==> config.mk <==
export PLATFORM = sky130hd
export DESIGN_NAME = baala_top
export DESIGN_NICKNAME = d
export VERILOG_FILES = /design/src/baala_top.v
export VERILOG_INCLUDE_DIRS = /design/src
export SDC_FILE = /design/constraint.sdc
export NUM_CORES = 1
export LEC_CHECK = 0
export ABC_CLOCK_PERIOD_IN_PS = 4210
export BUFFER_PORTS_ARGS = -buffer_cell sky130_fd_sc_hd__buf_4
export CAP_MARGIN = 20
export CORE_ASPECT_RATIO = 1.4
export CORE_MARGIN = 3
export CORE_UTILIZATION = 53
export CTS_CLUSTER_DIAMETER = 40
export CTS_CLUSTER_SIZE = 16
export DETAILED_ROUTE_END_ITERATION = 10
export MAX_ROUTING_LAYER = met4
export PLACE_DENSITY = 0.81
export SLEW_MARGIN = 30
export SYNTH_ARGS = -nofsm -noshare
export SYNTH_HDL_FRONTEND = slang
export SYNTH_SLANG_ARGS = --single-unit
==> constraint.sdc <==
create_clock -name SYS_CLK -period 4.21 [get_ports SYS_CLK]
set_input_delay 0.6315 -clock SYS_CLK [delete_from_list [all_inputs] [get_ports SYS_CLK]]
set_output_delay 0.6315 -clock SYS_CLK [all_outputs]
set_load 0.005 [all_outputs]
==> src/baala_map.vh <==
// register map, field positions, reset values and counts of the byte alu
`ifndef BAALA_MAP_VH
`define BAALA_MAP_VH

// register byte offsets
`define BAALA_OFS_OPCODE 8'h00
`define BAALA_OFS_SRC 8'h04
`define BAALA_OFS_DST 8'h08
`define BAALA_OFS_STATUS 8'h0C
`define BAALA_OFS_INFO 8'h10

// status register fields
`define BAALA_ST_CARRY 0
`define BAALA_ST_SIGN 1
`define BAALA_ST_ZERO 2
`define BAALA_ST_OVFL 3
`define BAALA_ST_PEND 4
`define BAALA_ST_BAD 5

// info register fields
`define BAALA_INFO_INSN_LSB 0
`define BAALA_INFO_OPC_LSB 8

// instruction set facts
`define BAALA_INSN_COUNT 8'h49
`define BAALA_OPCODE_COUNT 8'hF5
`define BAALA_PREFIX_OPCODE 8'hF4

// low nibble of each supported operation
`define BAALA_NIB_AND 4'h3
`define BAALA_NIB_ADC 4'h9
`define BAALA_NIB_ADD 4'hA
// highest addressing-form nibble of the three operations
`define BAALA_FORM_MAX 4'hA

// reset values
`define BAALA_RST_BYTE 8'h00
`define BAALA_RST_FLAG 1'b0

// axi responses
`define BAALA_RESP_OKAY 2'b00
`define BAALA_RESP_DECERR 2'b11

`endif

==> src/baala_top.v <==
// byte add, add-with-carry and and datapath behind an axi4-lite slave
`timescale 1ns/1ps
`default_nettype none
`include "baala_map.vh"

module baala_top #(
    parameter AXI_ADDR_W = 8
) (
    input wire SYS_CLK,
    input wire SYS_RST,
    input wire [AXI_ADDR_W-1:0] S_AXI_AWADDR,
    input wire S_AXI_AWVALID,
    output wire S_AXI_AWREADY,
    input wire [31:0] S_AXI_WDATA,
    input wire [3:0] S_AXI_WSTRB,
    input wire S_AXI_WVALID,
    output wire S_AXI_WREADY,
    output reg [1:0] S_AXI_BRESP,
    output reg S_AXI_BVALID,
    input wire S_AXI_BREADY,
    input wire [AXI_ADDR_W-1:0] S_AXI_ARADDR,
    input wire S_AXI_ARVALID,
    output wire S_AXI_ARREADY,
    output reg [31:0] S_AXI_RDATA,
    output reg [1:0] S_AXI_RRESP,
    output reg S_AXI_RVALID,
    input wire S_AXI_RREADY
);

////////////////////////////////////////////////////////////////////////////////
// operation codes

localparam OP_NONE = 2'd0;
localparam OP_ADD = 2'd1;
localparam OP_ADC = 2'd2;
localparam OP_AND = 2'd3;

reg [7:0] source_operand_reg;
reg [7:0] dst_reg;
reg [7:0] opcode_reg;
reg carry_reg;
reg sign_reg;
reg zero_reg;
reg ovfl_reg;
reg pend_reg;
reg bad_reg;

reg aw_hold_reg;
reg w_hold_reg;
reg [AXI_ADDR_W-1:0] aw_addr_reg;
reg [31:0] w_data_reg;
reg [3:0] w_strb_reg;

////////////////////////////////////////////////////////////////////////////////
// decode: operation follows from opcode value; exec_op forces none while pend_reg is set

function [1:0] decode_op;
    input [7:0] opc;
    begin
        decode_op = OP_NONE;
        if (opc[7:4] != 4'h0 && opc[7:4] <= `BAALA_FORM_MAX) begin
            case (opc[3:0])
                `BAALA_NIB_ADD: decode_op = OP_ADD;
                `BAALA_NIB_ADC: decode_op = OP_ADC;
                `BAALA_NIB_AND: decode_op = OP_AND;
                default: decode_op = OP_NONE;
            endcase
        end
    end
endfunction

////////////////////////////////////////////////////////////////////////////////
// write channel

wire wr_fire = aw_hold_reg && w_hold_reg && !S_AXI_BVALID;
wire [7:0] wr_ofs = aw_addr_reg[7:0];
wire wr_lane0 = w_strb_reg[0];
wire [7:0] wr_byte = w_data_reg[7:0];

assign S_AXI_AWREADY = !aw_hold_reg;
assign S_AXI_WREADY = !w_hold_reg;

wire wr_mapped = (wr_ofs == `BAALA_OFS_OPCODE) ||
                 (wr_ofs == `BAALA_OFS_SRC) ||
                 (wr_ofs == `BAALA_OFS_DST) ||
                 (wr_ofs == `BAALA_OFS_STATUS) ||
                 (wr_ofs == `BAALA_OFS_INFO);

always @(posedge SYS_CLK or posedge SYS_RST) begin
    if (SYS_RST) begin
        aw_hold_reg <= 1'b0;
        w_hold_reg <= 1'b0;
        aw_addr_reg <= {AXI_ADDR_W{1'b0}};
        w_data_reg <= 32'h00000000;
        w_strb_reg <= 4'h0;
        S_AXI_BVALID <= 1'b0;
        S_AXI_BRESP <= `BAALA_RESP_OKAY;
    end else begin
        if (S_AXI_AWVALID && !aw_hold_reg) begin
            aw_hold_reg <= 1'b1;
            aw_addr_reg <= S_AXI_AWADDR;
        end
        if (S_AXI_WVALID && !w_hold_reg) begin
            w_hold_reg <= 1'b1;
            w_data_reg <= S_AXI_WDATA;
            w_strb_reg <= S_AXI_WSTRB;
        end
        if (wr_fire) begin
            aw_hold_reg <= 1'b0;
            w_hold_reg <= 1'b0;
            S_AXI_BVALID <= 1'b1;
            S_AXI_BRESP <= wr_mapped ? `BAALA_RESP_OKAY : `BAALA_RESP_DECERR;
        end else if (S_AXI_BVALID && S_AXI_BREADY) begin
            S_AXI_BVALID <= 1'b0;
        end
    end
end

////////////////////////////////////////////////////////////////////////////////
// datapath

wire exec_wr = wr_fire && wr_lane0 && (wr_ofs == `BAALA_OFS_OPCODE);
wire [1:0] exec_op = pend_reg ? OP_NONE : decode_op(wr_byte);
wire carry_in = (exec_op == OP_ADC) ? carry_reg : 1'b0;
// zero source with carry in gives conditional increment
wire [8:0] sum9 = {1'b0, source_operand_reg} + {1'b0, dst_reg} +
                  {8'h00, carry_in};

reg [7:0] result;
reg res_carry;
reg res_ovfl;

always @* begin
    result = dst_reg;
    res_carry = carry_reg;
    res_ovfl = ovfl_reg;
    case (exec_op)
        OP_ADD, OP_ADC: begin
            result = sum9[7:0];
            res_carry = sum9[8];
            res_ovfl = (sum9[8] ^ sum9[7]) &
                ~(source_operand_reg[7] ^ dst_reg[7]);
        end
        OP_AND: begin
            result = source_operand_reg & dst_reg;
            res_carry = 1'b0;
            res_ovfl = 1'b0;
        end
        default: begin
            result = dst_reg;
            res_carry = carry_reg;
            res_ovfl = ovfl_reg;
        end
    endcase
end

////////////////////////////////////////////////////////////////////////////////
// registers and flags

wire st_wr = wr_fire && wr_lane0 && (wr_ofs == `BAALA_OFS_STATUS);

always @(posedge SYS_CLK or posedge SYS_RST) begin
    if (SYS_RST) begin
        source_operand_reg <= `BAALA_RST_BYTE;
        dst_reg <= `BAALA_RST_BYTE;
        opcode_reg <= `BAALA_RST_BYTE;
        carry_reg <= `BAALA_RST_FLAG;
        sign_reg <= `BAALA_RST_FLAG;
        zero_reg <= `BAALA_RST_FLAG;
        ovfl_reg <= `BAALA_RST_FLAG;
        pend_reg <= `BAALA_RST_FLAG;
        bad_reg <= `BAALA_RST_FLAG;
    end else begin
        if (wr_fire && wr_lane0 && wr_ofs == `BAALA_OFS_SRC) begin
            source_operand_reg <= wr_byte;
        end
        if (wr_fire && wr_lane0 && wr_ofs == `BAALA_OFS_DST) begin
            dst_reg <= wr_byte;
        end
        if (st_wr) begin
            carry_reg <= wr_byte[`BAALA_ST_CARRY];
            sign_reg <= wr_byte[`BAALA_ST_SIGN];
            zero_reg <= wr_byte[`BAALA_ST_ZERO];
            ovfl_reg <= wr_byte[`BAALA_ST_OVFL];
            if (wr_byte[`BAALA_ST_BAD]) begin
                bad_reg <= 1'b0;
            end
        end
        if (exec_wr) begin
            opcode_reg <= wr_byte;
            if (pend_reg) begin
                // second byte ends decode; no op here lives in that page
                pend_reg <= 1'b0;
                bad_reg <= 1'b1;
            end else if (wr_byte == `BAALA_PREFIX_OPCODE) begin
                pend_reg <= 1'b1;
            end else if (exec_op == OP_NONE) begin
                bad_reg <= 1'b1;
            end else begin
                dst_reg <= result;
                carry_reg <= res_carry;
                ovfl_reg <= res_ovfl;
                zero_reg <= (result == 8'h00);
                sign_reg <= result[7];
            end
        end
    end
end

////////////////////////////////////////////////////////////////////////////////
// read channel

wire [7:0] rd_ofs = S_AXI_ARADDR[7:0];
assign S_AXI_ARREADY = !S_AXI_RVALID;

reg [31:0] rd_word;
reg rd_hit;

always @* begin
    rd_word = 32'h00000000;
    rd_hit = 1'b1;
    case (rd_ofs)
        `BAALA_OFS_OPCODE: rd_word[7:0] = opcode_reg;
        `BAALA_OFS_SRC: rd_word[7:0] = source_operand_reg;
        `BAALA_OFS_DST: rd_word[7:0] = dst_reg;
        `BAALA_OFS_STATUS: begin
            rd_word[`BAALA_ST_CARRY] = carry_reg;
            rd_word[`BAALA_ST_SIGN] = sign_reg;
            rd_word[`BAALA_ST_ZERO] = zero_reg;
            rd_word[`BAALA_ST_OVFL] = ovfl_reg;
            rd_word[`BAALA_ST_PEND] = pend_reg;
            rd_word[`BAALA_ST_BAD] = bad_reg;
        end
        `BAALA_OFS_INFO: begin
            rd_word[`BAALA_INFO_INSN_LSB+7:`BAALA_INFO_INSN_LSB] =
                `BAALA_INSN_COUNT;
            rd_word[`BAALA_INFO_OPC_LSB+7:`BAALA_INFO_OPC_LSB] =
                `BAALA_OPCODE_COUNT;
        end
        default: rd_hit = 1'b0;
    endcase
end

always @(posedge SYS_CLK or posedge SYS_RST) begin
    if (SYS_RST) begin
        S_AXI_RVALID <= 1'b0;
        S_AXI_RDATA <= 32'h00000000;
        S_AXI_RRESP <= `BAALA_RESP_OKAY;
    end else begin
        if (S_AXI_ARVALID && !S_AXI_RVALID) begin
            S_AXI_RVALID <= 1'b1;
            S_AXI_RDATA <= rd_word;
            S_AXI_RRESP <= rd_hit ? `BAALA_RESP_OKAY : `BAALA_RESP_DECERR;
        end else if (S_AXI_RVALID && S_AXI_RREADY) begin
            S_AXI_RVALID <= 1'b0;
        end
    end
end

endmodule // baala_top

`default_nettype wire

* Yosys cells after proc, flatten, opt, wreduce, memory -nomap -nowiden
Index checks and enable logic that the tools add are counted.
** Storage, ports and cells
- Word-level logic and storage cells :: 129
- Bits in writable memories :: 0
- Bits in registers :: 71
- Memories :: 0
- Bits in latches :: 0
- ROM bits :: 0
- Input bits :: 59
- Output and inout bits :: 41
** Operators by class
- Reductions and logical operators :: 32
- $lt $le $gt $ge :: 1
- Add/sub/neg operators :: 2
- Multiplexer cells :: 54
- $mul :: 0
- Bitwise operators :: 5
- Eq/ne operators :: 16
- Shift-type cells :: 0
- Divide/modulo/power cells :: 0
** Operator list (number)
- 2-to-1 mux 8 bit :: 6
- 2-to-1 mux 1 bit :: 38
- equality test 8 x 4 -> 1 bit (second input constant) :: 4
- case mux 6 bit (5 select lines) :: 1
- logical NOT 8 bit :: 3
- equality test 8 x 3 -> 1 bit (second input constant) :: 2
- equality test 8 x 5 -> 1 bit (second input constant) :: 2
- case mux 8 bit (2 select lines) :: 1
- logical AND 1 bit :: 13
- adder 8 x 8 -> 9 bit :: 1
- adder 9 x 1 -> 9 bit :: 1
- bitwise AND 8 bit :: 1
- equality test 4 bit (second input constant) :: 2
- equality test 8 bit (second input constant) :: 1
- 2-to-1 mux 2 bit :: 4
- case mux 2 bit (4 select lines) :: 1
- nonzero test 2 bit :: 4
- inequality test 6 x 2 -> 1 bit (second input constant) :: 1
- case mux 2 bit (3 select lines) :: 1
- OR reduction 5 bit :: 1
- equality test 2 bit (second input constant) :: 2
- equality test 4 x 2 -> 1 bit (second input constant) :: 1
- less-or-equal comparator 4 bit (second input constant) :: 1
- logical NOT 1 bit :: 4
- 9 further kinds :: 14

* Depth between registers and ports, before layout
- Word-level depth :: 14
- Depth in mapped cells :: 14
- Mapped depth without buffers :: 14

* Worst setup path after synthesis
OpenSTA, ideal clock, no wires.
- Kind :: reg-to-reg
- From :: reg w_data_reg[4]
- To :: reg zero_reg
- Arrival time :: 3399 ps
- Slack :: 746 ps
- Cell stages (with the launch flop) :: 15
- Library setup time :: 65 ps
- Clock period less this slack :: 3464 ps
- Buffers on the path :: 0
- Required time :: 4145 ps
- Path through :: dfrtp_1 a21o_1 a2111oi_0 nand3_1 inv_1 ha_1 nand2_1 fa_1 fa_1 nand2b_1 a21o_1 a221oi_1 nand3_1 a221oi_1 a31o_2
** On the way
- Longest elaborated chain between the ends :: 13
- Elaborated cells between the ends (all ways) :: 19
- Classes of those cells :: 1 x add/sub; 1 x order compare; 4 x eq/ne; 8 x mux; 5 x reduce/logical
** RTL lines
- start: declaration :: RTL line baala_top.v:51 : reg [31:0] w_data_reg;
- start signal: assignment :: RTL line baala_top.v:94 : w_data_reg <= 32'h00000000;
- start signal: assignment :: RTL line baala_top.v:105 : w_data_reg <= S_AXI_WDATA;
- less-or-equal comparator 4 bit (no line) / nonzero test 4 bit (equally long branches)
- logical AND 1 bit (no line)
- 2-to-1 mux 2 bit :: RTL line baala_top.v:61 : if (opc[7:4] != 4'h0 && opc[7:4] <= `BAALA_FORM_MAX) begin
- 2-to-1 mux 2 bit :: RTL line baala_top.v:123 : wire [1:0] exec_op = pend_reg ? OP_NONE : decode_op(wr_byte);
- equality test 2 bit :: RTL line baala_top.v:124, baala_top.v:137
- 2-to-1 mux 1 bit :: RTL line baala_top.v:124 : wire carry_in = (exec_op == OP_ADC) ? carry_reg : 1'b0;
- adder 9 x 1 -> 9 bit :: RTL line baala_top.v:126 : wire [8:0] sum9 = {1'b0, source_operand_reg} + {1'b0, dst_reg} +
- case mux 8 bit (2 select lines) :: RTL line baala_top.v:137 : case (exec_op)
- logical NOT 8 bit :: RTL line baala_top.v:203 : zero_reg <= (result == 8'h00);
- 2-to-1 mux 1 bit :: RTL line baala_top.v:197 : end else if (exec_op == OP_NONE) begin
- 2-to-1 mux 1 bit * :: RTL line baala_top.v:195 : end else if (wr_byte == `BAALA_PREFIX_OPCODE) begin
- 2-to-1 mux 1 bit * :: RTL line baala_top.v:191 : if (pend_reg) begin
- 2-to-1 mux 1 bit * :: RTL line baala_top.v:189 : if (exec_wr) begin
- end signal: assignment :: RTL line baala_top.v:169 : zero_reg <= `BAALA_RST_FLAG;
- end signal: assignment :: RTL line baala_top.v:183 : zero_reg <= wr_byte[`BAALA_ST_ZERO];
- end signal: assignment :: RTL line baala_top.v:203
- end: declaration :: RTL line baala_top.v:43 : reg zero_reg;
Every way passes the cells marked *; elsewhere a longest branch is shown, timed or not.
A chain may end at the register's enable or synchronous reset.

* Worst setup path after layout
Ends and elaborated chain as after synthesis.

==> flow_summary.ini <==
[status]
status = finished, final reports clean

[cells_and_area]
antennaDiodeCount = 0
layout.nets = 470
top_register = S_AXI_RDATA
largest_reg_flops = 9
layout-drive-gt1-share = 0.308
fin_util = 0.638
syn_to_final_growth_pct = 16.4
fillers = 564

[worst_setup_path]
r2r-start = w_data_reg[4]
regToRegEndpoint = zero_reg
critPathBufInv = 2
critPathTopFamily = compound AO/OA/AOI/OAI gates
worst-r2r-cell-count = 15
worst-setup-path-type = register to register
critPathArrivalTime_ns = 4.27
critPathMaxFanout = 7
path_cells = a21o_1, a2111oi_0, buf_4, nand3_1, inv_1, ha_1, nand2_1, fa_1, fa_1, nand2b_1, a211oi_1, o21ai_0, nor2b_1, a221oi_1, a31o_2
path_common_cell = fa_1
required_ns = 4.50
cpPeakStageDelay_ns = 0.45
crit_path_end_kind = register
r2r_slack_ns = 0.23
critPathLaunchType = register
slowest_stage = dfrtp_1
startpoint = w_data_reg[4]

[routing]
post-route-drc-count = 0
firstDrtPassIters = 4
dr.first_iter.drc_count = 187
wl_per_cell_um = 16.3
vias = 2747
drtAntennaViolNets = 0
avgViaCountPerCell = 5.55
drt-total-wl_mm = 8.07

[logic_synthesis]
synth_seq_area_share = 0.428
yosysUniqueCellTypes = 52
async_reset_ff_frac = 1.00
synth_cells = 348
ys.flop_type = dfrtp_1
syn_area_um2 = 3620
synth_seq_cells = 62
synth_warnings = 0
synth_edf_count = 0
synth.avg_cell_area_um2 = 10.4

[grt]
track_usage = 0.224
grt_max_degree = 33
grt_pass1_vias = 2733
antenna_found_initial = 0
grt_pass1_wl_mm = 13.1
grt_overflow = 0

[cts]
cts.clk_slew.worst_paths_ns = 0.08
postCtsHoldBufs = 0
cts_setup_buffers = 0
cts_resized = 0
htree_levels = 3
cts_buffers = 9
cts_sinks = 62
cts_buffer_depth = 2
cts_tree = done
clock_latency_ns = 0.35
clockRootBuffer = clkbuf_8

[timing]
hold_viol_final = 0
slew_violations = 0
rsz0062_at_grt = false
period_share = 0.945
slew_headroom = 0.483
worstMarginPinSlew_ns = 0.773
setup_viol = 0
skew_ns = 0.0168
fmax_mhz = 251
post-route-min-period_ns = 3.98
fin_setup_tns_ns = 0

[power_and_ir_drop]
comb_power_share = 0.314
powerDensity_nw_per_um2 = 507
swShare = 0.356
p_total_uw = 2140
total_leakage_power_uw = 0.00201
power_switching_uw = 761
p_int_uw = 1380
pwr-share-seq = 0.431
p_clk_frac = 0.254
irDropWorstVdd_v = 0.000359

[place]
port_buffers = 54
hpwlAfterDp_mm = 6.04
gp_congestion = 0.909

[floorplanning]
die_area_um2 = 7880
die_h_um = 104
io_pins = 100
num_rows = 35
initial_core_util = 0.548
core-area_um2 = 6610
die_width_um = 75.9

[hold_path]
min_path_type = input port to async pin

[flow_run]
drv_cap = 0
[cells by family (layout without fill, tap and decap cells)]
logic type,Yosys count,count (layout),synth area share
mux,45,45,0.155
fa+ha+maj,13,13,0.0490
xor+xnor,4,4,0.00967
buf+inv,58,96,0.0881
other cells,1,18,0.00103
flops,62,62,0.428
compound gates,69,69,0.125
simple gates,96,96,0.143
[layout make-up]
cell class                 instances  area, µm²  share of cell area
inverter                          21       78.8              0.0187
clock buffer                      10        138              0.0326
multi-input combinational        245       1820               0.432
clock inverter                     6       68.8              0.0163
tap                               92        115              0.0273
sequential                        62       1550               0.368
timing repair buffer              59        443               0.105
[power by group through the flow]
stage | sequential (µW) | clock [µW] | combinational (µW)
2_1_floorplan | 854 | 0 | 520
3_3_place_gp | 921 | 0 | 639
3_5_place_dp | 932 | 0 | 666
4_1_cts | 921 | 551 | 672
5_1_grt | 946 | 575 | 743
6_report | 923 | 544 | 672
[cell usage in the layout (no fill, tap or decap), types with 2 or more instances in the layout]
cell,synthesis,routed
nor2b_1,3,3
mux2i_1,9,9
a21oi_1,11,11
mux4_2,6,6
a2111oi_0,2,2
o31ai_1,2,2
fa_1,2,2
a211oi_1,4,4
a221oi_1,6,5
nand3_1,6,6
clkbuf_8,0,10
nor3_1,4,4
o21a_1,2,2
mux2_2,30,30
ha_1,11,11
nor2_1,19,19
dfrtp_1,62,62
and3_1,2,2
a21o_1,3,3
xor2_1,3,3
clkinv_4,0,2
conb_1,1,18
buf_4,25,59
nand3b_1,6,6
a21oi_2,4,4
inv_1,21,20
nand2b_1,5,5
o21ai_0,24,24
nand2_1,38,38
nor4_4,2,2
a22o_1,3,3
[worst max path at each step]
stage / end / depth (start not counted)
after floorplan: zero_reg / 14
after CTS: zero_reg / 15
after global placement: zero_reg / 15
final: zero_reg / 15
after detailed placement: zero_reg / 15
after global routing: zero_reg / 15
[cell usage after synthesis, drive strengths merged, types with 3 or more instances]
library cell	count	area, µm²
dfrtp	62	1550
nor3	4	20.0
mux2i	9	90.1
mux2	30	338
a211oi	4	30.0
nand2b	5	31.3
nand2	38	143
a21o	3	22.5
ha	11	138
buf	27	203
nor4	3	48.8
o21ai	24	120
a21oi	15	90.1
inv	21	78.8
nand3	6	30.0
nand3b	6	45.0
xor2	3	26.3
a22o	3	26.3
clkbuf	10	37.5
a221oi	6	52.6
mux4	6	135
nor2b	3	18.8
nor2	19	71.3
[per-layer routing]
metal  track usage  routed length, µm
met1         0.249               3020
met2         0.369               4330
met3        0.0485                475
met4         0.105                239
met5             -                  0
[stage by stage]
| step | instance area (µm²) | cells | setup WS [ns] | hold WS (ns) |
|---|---|---|---|---|
| 3_3_place_gp | 4010 | 479 | 0.304 | 0.457 |
| 4_1_cts | 4210 | 495 | 0.227 | 0.378 |
| 6_report | 4220 | 495 | 0.233 | 0.354 |
| 2_1_floorplan | 3690 | 365 | 0.746 | 0.433 |
| 3_5_place_dp | 4010 | 479 | 0.268 | 0.471 |
| 5_1_grt | 4220 | 495 | 0.00348 | 0.397 |
Power figures use the tool's default switching activity.
